[config.mk]
export PLATFORM = sky130hd
export DESIGN_NAME = fpo_flat_panel_output
export DESIGN_NICKNAME = d
export VERILOG_FILES = /design/src/include/fpo_pkg.sv /design/src/rtl/fpo_flat_panel_output.sv
export VERILOG_INCLUDE_DIRS = /design/src /design/src/include
export SDC_FILE = /design/constraint.sdc
export NUM_CORES = 1
export LEC_CHECK = 0
export BUFFER_PORTS_ARGS = -buffer_cell sky130_fd_sc_hd__buf_2
export CORE_ASPECT_RATIO = 1.25
export CORE_MARGIN = 10
export CORE_UTILIZATION = 60
export CTS_BUF_LIST = sky130_fd_sc_hd__clkbuf_4 sky130_fd_sc_hd__clkbuf_8
export DETAILED_ROUTE_END_ITERATION = 12
export PLACE_DENSITY = 0.79
export REMOVE_ABC_BUFFERS = 1
export SLEW_MARGIN = 30
export SYNTH_ARGS = -nofsm -noshare
export SYNTH_HDL_FRONTEND = slang
export SYNTH_SLANG_ARGS = --single-unit
[constraint.sdc]
create_clock -name sys_clk -period 3.15 [get_ports sys_clk]
set_clock_uncertainty 0.05 [all_clocks]
set_input_delay 0.1575 -clock sys_clk [delete_from_list [all_inputs] [get_ports sys_clk]]
set_output_delay 0.1575 -clock sys_clk [all_outputs]
set_load 0.005 [all_outputs]
[src/include/fpo_params.svh]
// offsets, field positions, masks and reset values of the panel output registers
// assumes the indexed port holds register indices in the low byte
`ifndef FPO_PARAMS_SVH
`define FPO_PARAMS_SVH

`define FPO_IDX_VIDEO_IF 8'h28
`define FPO_IDX_DEFAULT_VIDEO 8'h2b
`define FPO_IDX_PANEL_FORMAT 8'h50
`define FPO_IDX_DISPLAY_TYPE 8'h51
`define FPO_IDX_PANEL_SIZE 8'h52
`define FPO_IDX_LG_OVERRIDE 8'h53
`define FPO_IDX_PANEL_MISC 8'h54
`define FPO_IDX_TEXT350_A 8'h55
`define FPO_IDX_TEXT350_B 8'h56
`define FPO_IDX_TEXT400 8'h57
`define FPO_IDX_GFX350 8'h58

`define FPO_MASK_VIDEO_IF 8'h0f
`define FPO_MASK_PANEL_FORMAT 8'hbf
`define FPO_MASK_PANEL_SIZE 8'h7b
`define FPO_MASK_LG_OVERRIDE 8'h03
`define FPO_MASK_PANEL_MISC 8'hcd
`define FPO_MASK_TEXT_COMP 8'h1f
`define FPO_MASK_GFX350 8'h7f

`define FPO_RST_DISPLAY_TYPE 8'h04
`define FPO_RST_ZERO 8'h00

`define FPO_VI_POLARITY 0
`define FPO_VI_BLANK_SEL 1
`define FPO_VI_SHUT_VIDEO 2
`define FPO_VI_SHUT_BLANK 3
`define FPO_PF_GATE 7
`define FPO_DT_DUAL_DRIVE 0
`define FPO_DT_COMPAT 6
`define FPO_DT_TEXT_POL 7
`define FPO_LG_OVR_EN 0
`define FPO_LG_OVR_VAL 1
`define FPO_PM_SKEW 0
`define FPO_PM_HPOL 6
`define FPO_PM_VPOL 7
`define FPO_TC_TYPE 4
`define FPO_GC_STRETCH 4
`define FPO_GC_DELETE 5

`endif

[src/include/fpo_pkg.sv]
// types of the flat panel output block
// assumes fpo_params.svh supplies the numeric constants
package fpo_pkg;

   typedef enum logic [1:0] {FPO_LCD, FPO_CRT, FPO_PLASMA, FPO_DT_RSVD} fpo_disp_t;

   typedef struct packed {
      logic [7:0] video_if;
      logic [7:0] default_blank_video;
      logic [7:0] panel_format;
      logic [7:0] display_type;
      logic [7:0] panel_size;
      logic [7:0] line_graphics_override;
      logic [7:0] panel_misc_output;
      logic [7:0] text350_comp_a;
      logic [7:0] text350_comp_b;
      logic [7:0] text400_comp;
      logic [7:0] graphics350_comp;
   } fpo_cfg_t;

   typedef struct packed {
      logic display_window_signal;
      logic blank;
      logic screen_off;
      logic hsync;
      logic vsync;
      logic text_mode;
      logic double_scan;
      logic lines_350;
      logic char_height_bit3;
      logic attr_line_graphics_enable;
      logic line_end;
      logic row_end;
      logic weight_clk;
      logic [7:0] pixel;
   } fpo_vid_in_t;

   typedef struct packed {
      logic [1:0] frame_rate_gray_field;
      logic [1:0] panel_gray_field;
      logic [1:0] mono_color_select;
      logic dual_panel;
      logic dual_drive;
   } fpo_panel_t;

   typedef struct packed {
      fpo_cfg_t cfg;
      logic [7:0] index;
      logic [7:0] rdata;
      logic dot_prev;
      logic [2:0] dot_cnt;
      logic shift;
      logic group_strobe;
      logic blank_pin;
      logic wgt_pin;
      logic [7:0] pixel_stage;
      logic [7:0] pixel_out;
      logic hsync;
      logic vsync;
      logic line_gfx_en;
      fpo_panel_t panel;
      logic [4:0] ins_cnt;
      logic ins_active;
      logic [4:0] comp_cnt;
      logic replicate;
      logic skip;
   } fpo_state_t;

endpackage

[src/rtl/fpo_flat_panel_output.sv]
// flat panel / crt pixel output shaping with its indexed configuration registers
// assumes all video inputs and dot clock levels are synchronous to sys_clk and
// that the dot clocks run at most at half the sys_clk rate
// Functional notes
// - video interface bit 1 picks display window (0) or blanking (1) for blank pin
// - polarity bit sets blank pin level for either selection
// - shut-off-video 0 forces default video in blank time, 1 when screen off
// - shut-off-blank 1 forces blank pin active while screen is switched off
// - forced pixel value is the 8-bit default video register
// - frame-rate gray field: none, 4 color levels, 16 mono levels, reserved
// - panel gray field: none, 4, 16, 256; 256 not with dual drive
// - shift clock is dot clock divided by 1, 2, 4 or 8
// - gate bit stops shift clock outside window, picks weighting clock pin source
// - display type lcd, crt, plasma; resets to crt; panel settings need flat panel
// - mono/color select: color 3-bit, color 4-bit, monochrome, reserved
// - compat enable turns vertical compensation on, off makes no adjustment
// - display type bit 7 inverts video only in flat panel text mode
// - override bit 0 lets bit 1 replace attribute line graphics enable
// - skew bit delays panel video by one clock
// - dot clock source select a, b, c; code 11 reserved
// - flat panel hsync polarity bit 6, vsync bit 7, 1 is negative
// - text comp type 0 inserts count plus one border lines per row, no gfx comp
// - text comp type 1 inserts nothing, graphics compensation may apply
// - 350-line text uses comp a when char height bit3 set else b; 200/400 uses third
// - replicate or skip a line after every interval of displayed lines
// - stretch enables replication, delete works only double scanned
`timescale 1ns/1ps
`include "fpo_params.svh"

module fpo_flat_panel_output (
   input wire logic sys_clk,
   input wire logic reset_n,
   input wire logic io_wr,
   input wire logic io_rd,
   input wire logic io_data_sel,
   input wire logic [7:0] io_wdata,
   output logic [7:0] io_rdata_q,
   input wire logic dot_clock_src_a,
   input wire logic dot_clock_src_b,
   input wire logic dot_clock_src_c,
   input fpo_pkg::fpo_vid_in_t vid_in,
   output logic pixel_shift_clock,
   output logic pixel_group_strobe,
   output logic blank_pin,
   output logic weighting_clock_pin,
   output logic [7:0] pixel_out,
   output logic hsync_out,
   output logic vsync_out,
   output logic line_graphics_enable,
   output fpo_pkg::fpo_panel_t panel_mode,
   output logic insert_border_line,
   output logic replicate_line,
   output logic skip_line
);
   import fpo_pkg::*;

   fpo_state_t s_q;
   fpo_state_t s_d;

   logic [7:0] cfg_rd;
   logic flat;
   logic dot_lvl;
   logic [2:0] div_last;
   logic [7:0] text_comp;
   logic text_comp_on;
   logic gfx_comp_on;
   logic force_video;
   logic blank_active;
   logic [2:0] comp_inc;
   logic [4:0] comp_next;
   logic [7:0] pix_sel;

   always_comb begin
      unique case (s_q.index)
         `FPO_IDX_VIDEO_IF: cfg_rd = s_q.cfg.video_if;
         `FPO_IDX_DEFAULT_VIDEO: cfg_rd = s_q.cfg.default_blank_video;
         `FPO_IDX_PANEL_FORMAT: cfg_rd = s_q.cfg.panel_format;
         `FPO_IDX_DISPLAY_TYPE: cfg_rd = s_q.cfg.display_type;
         `FPO_IDX_PANEL_SIZE: cfg_rd = s_q.cfg.panel_size;
         `FPO_IDX_LG_OVERRIDE: cfg_rd = s_q.cfg.line_graphics_override;
         `FPO_IDX_PANEL_MISC: cfg_rd = s_q.cfg.panel_misc_output;
         `FPO_IDX_TEXT350_A: cfg_rd = s_q.cfg.text350_comp_a;
         `FPO_IDX_TEXT350_B: cfg_rd = s_q.cfg.text350_comp_b;
         `FPO_IDX_TEXT400: cfg_rd = s_q.cfg.text400_comp;
         `FPO_IDX_GFX350: cfg_rd = s_q.cfg.graphics350_comp;
         default: cfg_rd = 8'h00;
      endcase
   end

   always_comb begin
      s_d = s_q;
      // register port: address 0 holds the index, address 1 the indexed data
      if (io_wr && !io_data_sel) begin
         s_d.index = io_wdata;
      end
      if (io_wr && io_data_sel) begin
         unique case (s_q.index)
            `FPO_IDX_VIDEO_IF: s_d.cfg.video_if = io_wdata & `FPO_MASK_VIDEO_IF;
            `FPO_IDX_DEFAULT_VIDEO: s_d.cfg.default_blank_video = io_wdata;
            `FPO_IDX_PANEL_FORMAT: s_d.cfg.panel_format = io_wdata & `FPO_MASK_PANEL_FORMAT;
            `FPO_IDX_DISPLAY_TYPE: s_d.cfg.display_type = io_wdata;
            `FPO_IDX_PANEL_SIZE: s_d.cfg.panel_size = io_wdata & `FPO_MASK_PANEL_SIZE;
            `FPO_IDX_LG_OVERRIDE: begin
               s_d.cfg.line_graphics_override = io_wdata & `FPO_MASK_LG_OVERRIDE;
            end
            `FPO_IDX_PANEL_MISC: s_d.cfg.panel_misc_output = io_wdata & `FPO_MASK_PANEL_MISC;
            `FPO_IDX_TEXT350_A: s_d.cfg.text350_comp_a = io_wdata & `FPO_MASK_TEXT_COMP;
            `FPO_IDX_TEXT350_B: s_d.cfg.text350_comp_b = io_wdata & `FPO_MASK_TEXT_COMP;
            `FPO_IDX_TEXT400: s_d.cfg.text400_comp = io_wdata & `FPO_MASK_TEXT_COMP;
            `FPO_IDX_GFX350: s_d.cfg.graphics350_comp = io_wdata & `FPO_MASK_GFX350;
            default: s_d.cfg = s_q.cfg;
         endcase
      end
      if (io_rd) begin
         s_d.rdata = io_data_sel ? cfg_rd : s_q.index;
      end

      // panel settings only matter once a flat panel type is chosen
      flat = fpo_disp_t'(s_q.cfg.display_type[3:2]) == FPO_LCD ||
             fpo_disp_t'(s_q.cfg.display_type[3:2]) == FPO_PLASMA;

      // dot clock source; reserved code parks the divider
      unique case (s_q.cfg.panel_misc_output[3:2])
         2'b00: dot_lvl = dot_clock_src_a;
         2'b01: dot_lvl = dot_clock_src_b;
         2'b10: dot_lvl = dot_clock_src_c;
         default: dot_lvl = 1'b0;
      endcase
      s_d.dot_prev = dot_lvl;
      div_last = 3'((4'h1 << s_q.cfg.panel_format[5:4]) - 4'h1);
      s_d.group_strobe = 1'b0;
      if (dot_lvl && !s_q.dot_prev) begin
         // counting dot edges keeps each pixel group tied to one shift period
         s_d.dot_cnt = (s_q.dot_cnt >= div_last) ? 3'h0 : s_q.dot_cnt + 3'h1;
         s_d.group_strobe = (s_q.dot_cnt >= div_last);
      end
      if (div_last == 3'h0) begin
         s_d.shift = dot_lvl;
      end else begin
         s_d.shift = s_d.dot_cnt <= (div_last >> 1);
      end
      if (s_q.cfg.panel_format[`FPO_PF_GATE] && !vid_in.display_window_signal) begin
         s_d.shift = 1'b0;
      end
      s_d.wgt_pin = s_q.cfg.panel_format[`FPO_PF_GATE] ? vid_in.weight_clk :
                    vid_in.display_window_signal;

      // blank pin: source, screen-off forcing, then polarity
      blank_active = s_q.cfg.video_if[`FPO_VI_BLANK_SEL] ? vid_in.blank :
                     vid_in.display_window_signal;
      if (s_q.cfg.video_if[`FPO_VI_SHUT_BLANK] && vid_in.screen_off) begin
         blank_active = 1'b1;
      end
      // display window is true when active, so positive polarity passes it straight
      s_d.blank_pin = s_q.cfg.video_if[`FPO_VI_POLARITY] ? blank_active : !blank_active;

      force_video = s_q.cfg.video_if[`FPO_VI_SHUT_VIDEO] ? vid_in.screen_off :
                    vid_in.blank;
      pix_sel = vid_in.pixel;
      if (flat && vid_in.text_mode && s_q.cfg.display_type[`FPO_DT_TEXT_POL]) begin
         pix_sel = ~vid_in.pixel;
      end
      s_d.pixel_stage = force_video ? s_q.cfg.default_blank_video : pix_sel;
      s_d.pixel_out = (flat && s_q.cfg.panel_misc_output[`FPO_PM_SKEW]) ? s_q.pixel_stage :
                      s_d.pixel_stage;

      s_d.hsync = vid_in.hsync ^ (flat & s_q.cfg.panel_misc_output[`FPO_PM_HPOL]);
      s_d.vsync = vid_in.vsync ^ (flat & s_q.cfg.panel_misc_output[`FPO_PM_VPOL]);

      s_d.line_gfx_en = s_q.cfg.line_graphics_override[`FPO_LG_OVR_EN] ?
                        s_q.cfg.line_graphics_override[`FPO_LG_OVR_VAL] :
                        vid_in.attr_line_graphics_enable;

      // reserved codes and non-panel media report no gray generation
      s_d.panel.frame_rate_gray_field = (flat && s_q.cfg.panel_format[1:0] != 2'b11) ?
                                        s_q.cfg.panel_format[1:0] : 2'b00;
      s_d.panel.panel_gray_field = s_q.cfg.panel_format[3:2];
      if (!flat || (s_q.cfg.panel_format[3:2] == 2'b11 &&
                    s_q.cfg.display_type[`FPO_DT_DUAL_DRIVE])) begin
         s_d.panel.panel_gray_field = 2'b00;
      end
      s_d.panel.mono_color_select = (flat && s_q.cfg.display_type[5:4] != 2'b11) ?
                                    s_q.cfg.display_type[5:4] : 2'b00;
      // drive type is trusted as software sets it, only for dual panels
      s_d.panel.dual_panel = flat & s_q.cfg.display_type[1];
      s_d.panel.dual_drive = flat & s_q.cfg.display_type[1] &
                             s_q.cfg.display_type[`FPO_DT_DUAL_DRIVE];

      // vertical compensation
      text_comp = vid_in.lines_350 ?
                  (vid_in.char_height_bit3 ? s_q.cfg.text350_comp_a :
                   s_q.cfg.text350_comp_b) : s_q.cfg.text400_comp;
      text_comp_on = flat && s_q.cfg.display_type[`FPO_DT_COMPAT] && vid_in.text_mode &&
                     !text_comp[`FPO_TC_TYPE];
      gfx_comp_on = flat && s_q.cfg.display_type[`FPO_DT_COMPAT] && vid_in.lines_350 &&
                    (!vid_in.text_mode || text_comp[`FPO_TC_TYPE]);
      if (!text_comp_on) begin
         s_d.ins_active = 1'b0;
         s_d.ins_cnt = 5'h0;
      end else if (vid_in.row_end) begin
         s_d.ins_active = 1'b1;
         s_d.ins_cnt = {1'b0, text_comp[3:0]} + 5'h1;
      end else if (vid_in.line_end && s_q.ins_active) begin
         s_d.ins_cnt = s_q.ins_cnt - 5'h1;
         s_d.ins_active = s_q.ins_cnt != 5'h1;
      end

      s_d.replicate = 1'b0;
      s_d.skip = 1'b0;
      comp_inc = vid_in.double_scan ? 3'h2 : 3'h1;
      comp_next = s_q.comp_cnt + {2'b00, comp_inc};
      if (!gfx_comp_on) begin
         s_d.comp_cnt = 5'h0;
      end else if (vid_in.line_end) begin
         if (comp_next >= {1'b0, s_q.cfg.graphics350_comp[3:0]}) begin
            s_d.comp_cnt = 5'h0;
            s_d.replicate = s_q.cfg.graphics350_comp[`FPO_GC_STRETCH];
            // deletion only drops the second of a doubled pair, so nothing is lost
            s_d.skip = !s_q.cfg.graphics350_comp[`FPO_GC_STRETCH] &&
                       s_q.cfg.graphics350_comp[`FPO_GC_DELETE] &&
                       vid_in.double_scan;
         end else begin
            s_d.comp_cnt = comp_next;
         end
      end
   end

   always_ff @(posedge sys_clk) begin
      if (!reset_n) begin
         s_q <= '0;
         s_q.cfg.display_type <= `FPO_RST_DISPLAY_TYPE;
         s_q.blank_pin <= 1'b1;
      end else begin
         s_q <= s_d;
      end
   end

   assign io_rdata_q = s_q.rdata;
   assign pixel_shift_clock = s_q.shift;
   assign pixel_group_strobe = s_q.group_strobe;
   assign blank_pin = s_q.blank_pin;
   assign weighting_clock_pin = s_q.wgt_pin;
   assign pixel_out = s_q.pixel_out;
   assign hsync_out = s_q.hsync;
   assign vsync_out = s_q.vsync;
   assign line_graphics_enable = s_q.line_gfx_en;
   assign panel_mode = s_q.panel;
   assign insert_border_line = s_q.ins_active;
   assign replicate_line = s_q.replicate;
   assign skip_line = s_q.skip;
endmodule

==> results by group <==
STA
  • Tmin final: between 2 and 3 ns
  • Setup repair after global routing missed its margin: false
  • Period utilization: 0.904
  • Setup TNS: 0 ns
  • Headroom to the max-slew limit: 0.424
  • Upper clock frequency limit: 351 MHz
  • Transition time at the pin with the least slew margin: between 0.8 and 0.9 ns
  • Number of endpoints failing setup at the final stage: 0
  • Max-slew violations: 0
  • Final Hold Vio Count: 0

Critical path
  • Required time at the endpoint of the critical path: roughly 3.5 ns
  • Crit Path Max Fanout: 6
  • CP Capture Type: flip-flop
  • Reg2Reg Setup Slack: 0.30 ns
  • Classification of the worst setup path: flip-flop to flip-flop
  • Worst reg2reg path startpoint: s_q[133]$_SDFFE_PN0P_
  • Data arrival time at the worst-slack endpoint: 3.19 ns
  • Worst reg2reg path depth: 11
  • Kind of start point of the critical path: flip-flop
  • RR Endpoint: pixel_shift_clock$_SDFF_PP0_

Synth
  • Cells taking the most area after synthesis: dfxtp_1, mux2i_1, nor2_1
  • Share of the synthesized area in the top cell type: 0.410
  • Synth Cell Area: 0.00616 sq mm
  • Cell count after synthesis: 688
  • Syn avg cell area: 8.95 sq um
  • Count of cell types in the netlist: 64
  • Count of flip-flops with a built-in enable after synthesis: 0
  • Synth Register Bits: 126
  • Proportion of register bits with asynchronous set or reset after synthesis: 0
  • Primary FF master, synth: dfxtp_1
  • Yosys synthesis warning count: 0
  • Library cell with the largest summed area after synthesis: dfxtp_1
  • Post-synthesis sequential area ratio: 0.410

Cells and area
  • Total number of nets in the final design: 778
  • Area growth from synthesis to layout: 11.8%
  • Fraction of layout cells with a size suffix above 1: 0.182
  • Area taken by flip-flops and latches: around 0.0025 sq mm
  • Non-filler instance count after layout: between 800 and 900
  • Area used by multi-input combinational logic: 0.00318 sq mm
  • Fill cells: 815

Route
  • Wire length after detailed routing: about 16 mm
  • Final antenna-violating net count: 0
  • Via-per-instance ratio: 5.98
  • Detailed-route DRC error count: 0
  • Detailed-route via count: around 5200
  • Count of routing violations after the opening detailed-route iteration: 394
  • Number of iterations in the first detailed-routing pass: 6
  • Avg WL per Cell: 18.6 um

Power and ir drop
  • Int Power: about 2.6 mW
  • Clock network power share: 0.453
  • Ratio of total power to cell area: 497 mW/mm^2
  • Switching share of total power: 0.233
  • Power dissipated by switching net loads: 0.797 mW
  • P_leak: 2.91 nW
  • Fraction of power consumed by sequential logic: 0.479
  • Comb pwr share: 0.069
  • Peak supply drop: 0.310 mV

Placed design
  • Number of cells in the design after placement: ~830
  • Number of port buffers: 70
  • Routability Congestion: around 0.96
  • Placed wire-length estimate after detailed placement: 11.5 mm

Global route
  • Global route overflow: 0
  • Vias in the first global route: 5142
  • Largest net degree at the start of global routing: 86
  • Number of antenna violations at the first check in global routing: 1
  • Global-route usage over all layers: 0.214
  • Global-route wire length before repair: about 26 mm

Flow run
  • Max-cap check violation count: 0

Clocking
  • Buffers inserted during post-CTS setup optimization: 0
  • CTS tree: done
  • Root buffer cell: clkbuf_8
  • Num Clock Sinks: approximately 130
  • Max Root-Sink Buffers: 2
  • CTS buffer count: 17
  • Latest clock arrival within the worst-skew pair: roughly 0.44 ns
  • Level count of the clock H-tree: 4
  • Clock transition at the registers of the reported paths: 0.07 ns

Die
  • Number of rows created at floorplan: 41
  • Die span in x: ~110 um
  • Area of the core: slightly above 0.01 sq mm
  • I/O pin cnt: between 70 and 80
  • Vert. Die Dim: 133 um
  • Initial cell density of the core: 0.613
  • Area enclosed by the die boundary: 0.0147 sq mm

Hold path
  • Endpoint, Worst Hold: s_q[125]$_SDFFE_PN0P_
  • Launch instance of the worst min-delay path: io_wdata[5]
  • Worst hold stages: 3
  • Class of the worst hold path: input port to flip-flop

Outcome
  • Run status: complete, no violations
[cell families after synthesis]
kind of cell / after synthesis / synth area share
buf+inv: 90 / 0.0750
xor+xnor: 20 / 0.0284
flops: 126 / 0.410
compound gates: 121 / 0.131
simple gates: 233 / 0.187
fa+ha+maj: 16 / 0.0337
mux: 82 / 0.135
[worst max-delay path, stage by stage, from the launching register on]
cell and delay [ns]:
dfxtp_1 0.36, or2_2 0.33, ha_1 0.29, nand2b_1 0.18
a31oi_1 0.31, nand2_1 0.10, o31ai_1 0.28, ha_1 0.32
a21oi_1 0.14, a21oi_1 0.06, nor3b_1 0.20, a31o_2 0.18
[worst max path at each step]
stage / startpoint / end / slack, ns
2_1_floorplan: s_q[133]$_SDFFE_PN0P_ / pixel_shift_clock$_SDFF_PP0_ / 0.73
3_3_place_gp: vid_in[14] / s_q[4]$_SDFFE_PN0P_ / 0.61
3_5_place_dp: s_q[133]$_SDFFE_PN0P_ / pixel_shift_clock$_SDFF_PP0_ / 0.38
4_1_cts: s_q[133]$_SDFFE_PN0P_ / pixel_shift_clock$_SDFF_PP0_ / 0.37
5_1_grt: s_q[133]$_SDFFE_PN0P_ / pixel_shift_clock$_SDFF_PP0_ / 0.07
6_report: s_q[133]$_SDFFE_PN0P_ / pixel_shift_clock$_SDFF_PP0_ / 0.30
[registers in the layout, indices dropped and copies added (netlist names)]
signal	cells
pixel_shift_clock	1
panel_mode	8
vsync_out	1
replicate_line	1
pixel_out	8
insert_border_line	1
skip_line	1
hsync_out	1
blank_pin	1
line_graphics_enable	1
io_rdata_q	8
pixel_group_strobe	1
s_q	92
weighting_clock_pin	1
[metal layers]
metal | track usage | vias up | part of all wire | routed length [um]
met5 | 0 | - | 0 | 0
met4 | 0.122 | 0 | 0.040 | 646
met3 | 0.0566 | 49 | 0.071 | 1140
met2 | 0.360 | 210 | 0.49 | 7970
met1 | 0.240 | 2462 | 0.40 | 6390
li1 | - | 2467 | - | -
[power by group through the flow]
stage          logic, mW  registers, mW  clock network (mW)
6_report           0.235           1.64                1.55
3_3_place_gp       0.216           1.67                   0
3_5_place_dp       0.222           1.67                   0
4_1_cts            0.232           1.64                1.56
5_1_grt            0.257           1.64                1.63
2_1_floorplan      0.108           1.67                   0
[cell type report]
class | count | area share
Timing Repair Buffer | 87 | 0.0727
Sequential cell | 126 | 0.366
Antenna cell | 1 | 0.000363
Multi-Input combinational cell | 472 | 0.462
Clock buffer | 20 | 0.0400
Inverter | 21 | 0.0114
Clock inverter | 12 | 0.0240
Tap cell | 129 | 0.0234
[metrics by stage]
stage                     hold slack (ns)  total power, mW  area, sq um  utilization  worst slack (ns)
after floorplan                     0.169             1.78         5780            -             0.729
after global placement              0.348             1.89         6350        0.631             0.609
after detailed placement            0.362             1.90         6350        0.631             0.384
after CTS                         0.00620             3.43         6880        0.684             0.366
after global routing               0.0157             3.53         6890        0.685            0.0740
final                              0.0332             3.42         6890        0.685             0.302
[cells in the mapped netlist, drive strengths merged (10+ instances only)]
| library cell | n |
|---|---|
| a21oi | 29 |
| buf | 38 |
| clkbuf | 31 |
| ha | 15 |
| xor2 | 10 |
| nand3 | 19 |
| mux2i | 81 |
| dfxtp | 126 |
| o21ai | 28 |
| nand2 | 51 |
| nor2 | 96 |
| inv | 21 |
| xnor2 | 10 |
[repair_timing]
item                      in CTS  in global routing
hold endpoints to repair      11                  0
hold buffers                   9                  0
resized for setup              0                  0
[cell usage in the layout, fill, tap and decap left out, types with 4 or more instances in the layout]
cell type | synthesis | layout
dfxtp_1 | 126 | 126
nor2_1 | 96 | 96
mux2i_1 | 81 | 80
buf_2 | 6 | 70
nand2_1 | 51 | 51
a21oi_1 | 29 | 29
o21ai_0 | 26 | 26
inv_1 | 21 | 20
clkbuf_8 | 0 | 20
nand3_1 | 15 | 15
ha_1 | 15 | 15
xor2_1 | 10 | 10
xnor2_1 | 10 | 10
nand2b_1 | 9 | 9
a31oi_1 | 9 | 9
o22ai_1 | 9 | 9
dlygate4sd3_1 | 0 | 9
and3_1 | 8 | 8
buf_4 | 27 | 8
nor3_1 | 7 | 7
a22o_1 | 6 | 6
nor3b_1 | 6 | 6
clkinv_2 | 0 | 6
nor2b_1 | 5 | 5
nand3b_1 | 4 | 4
and2_1 | 4 | 4
a221oi_1 | 4 | 4
a211oi_1 | 4 | 4
nand3_2 | 4 | 4
bufinv_16 | 0 | 4
Note: power is estimated with default switching activity, not from simulation.
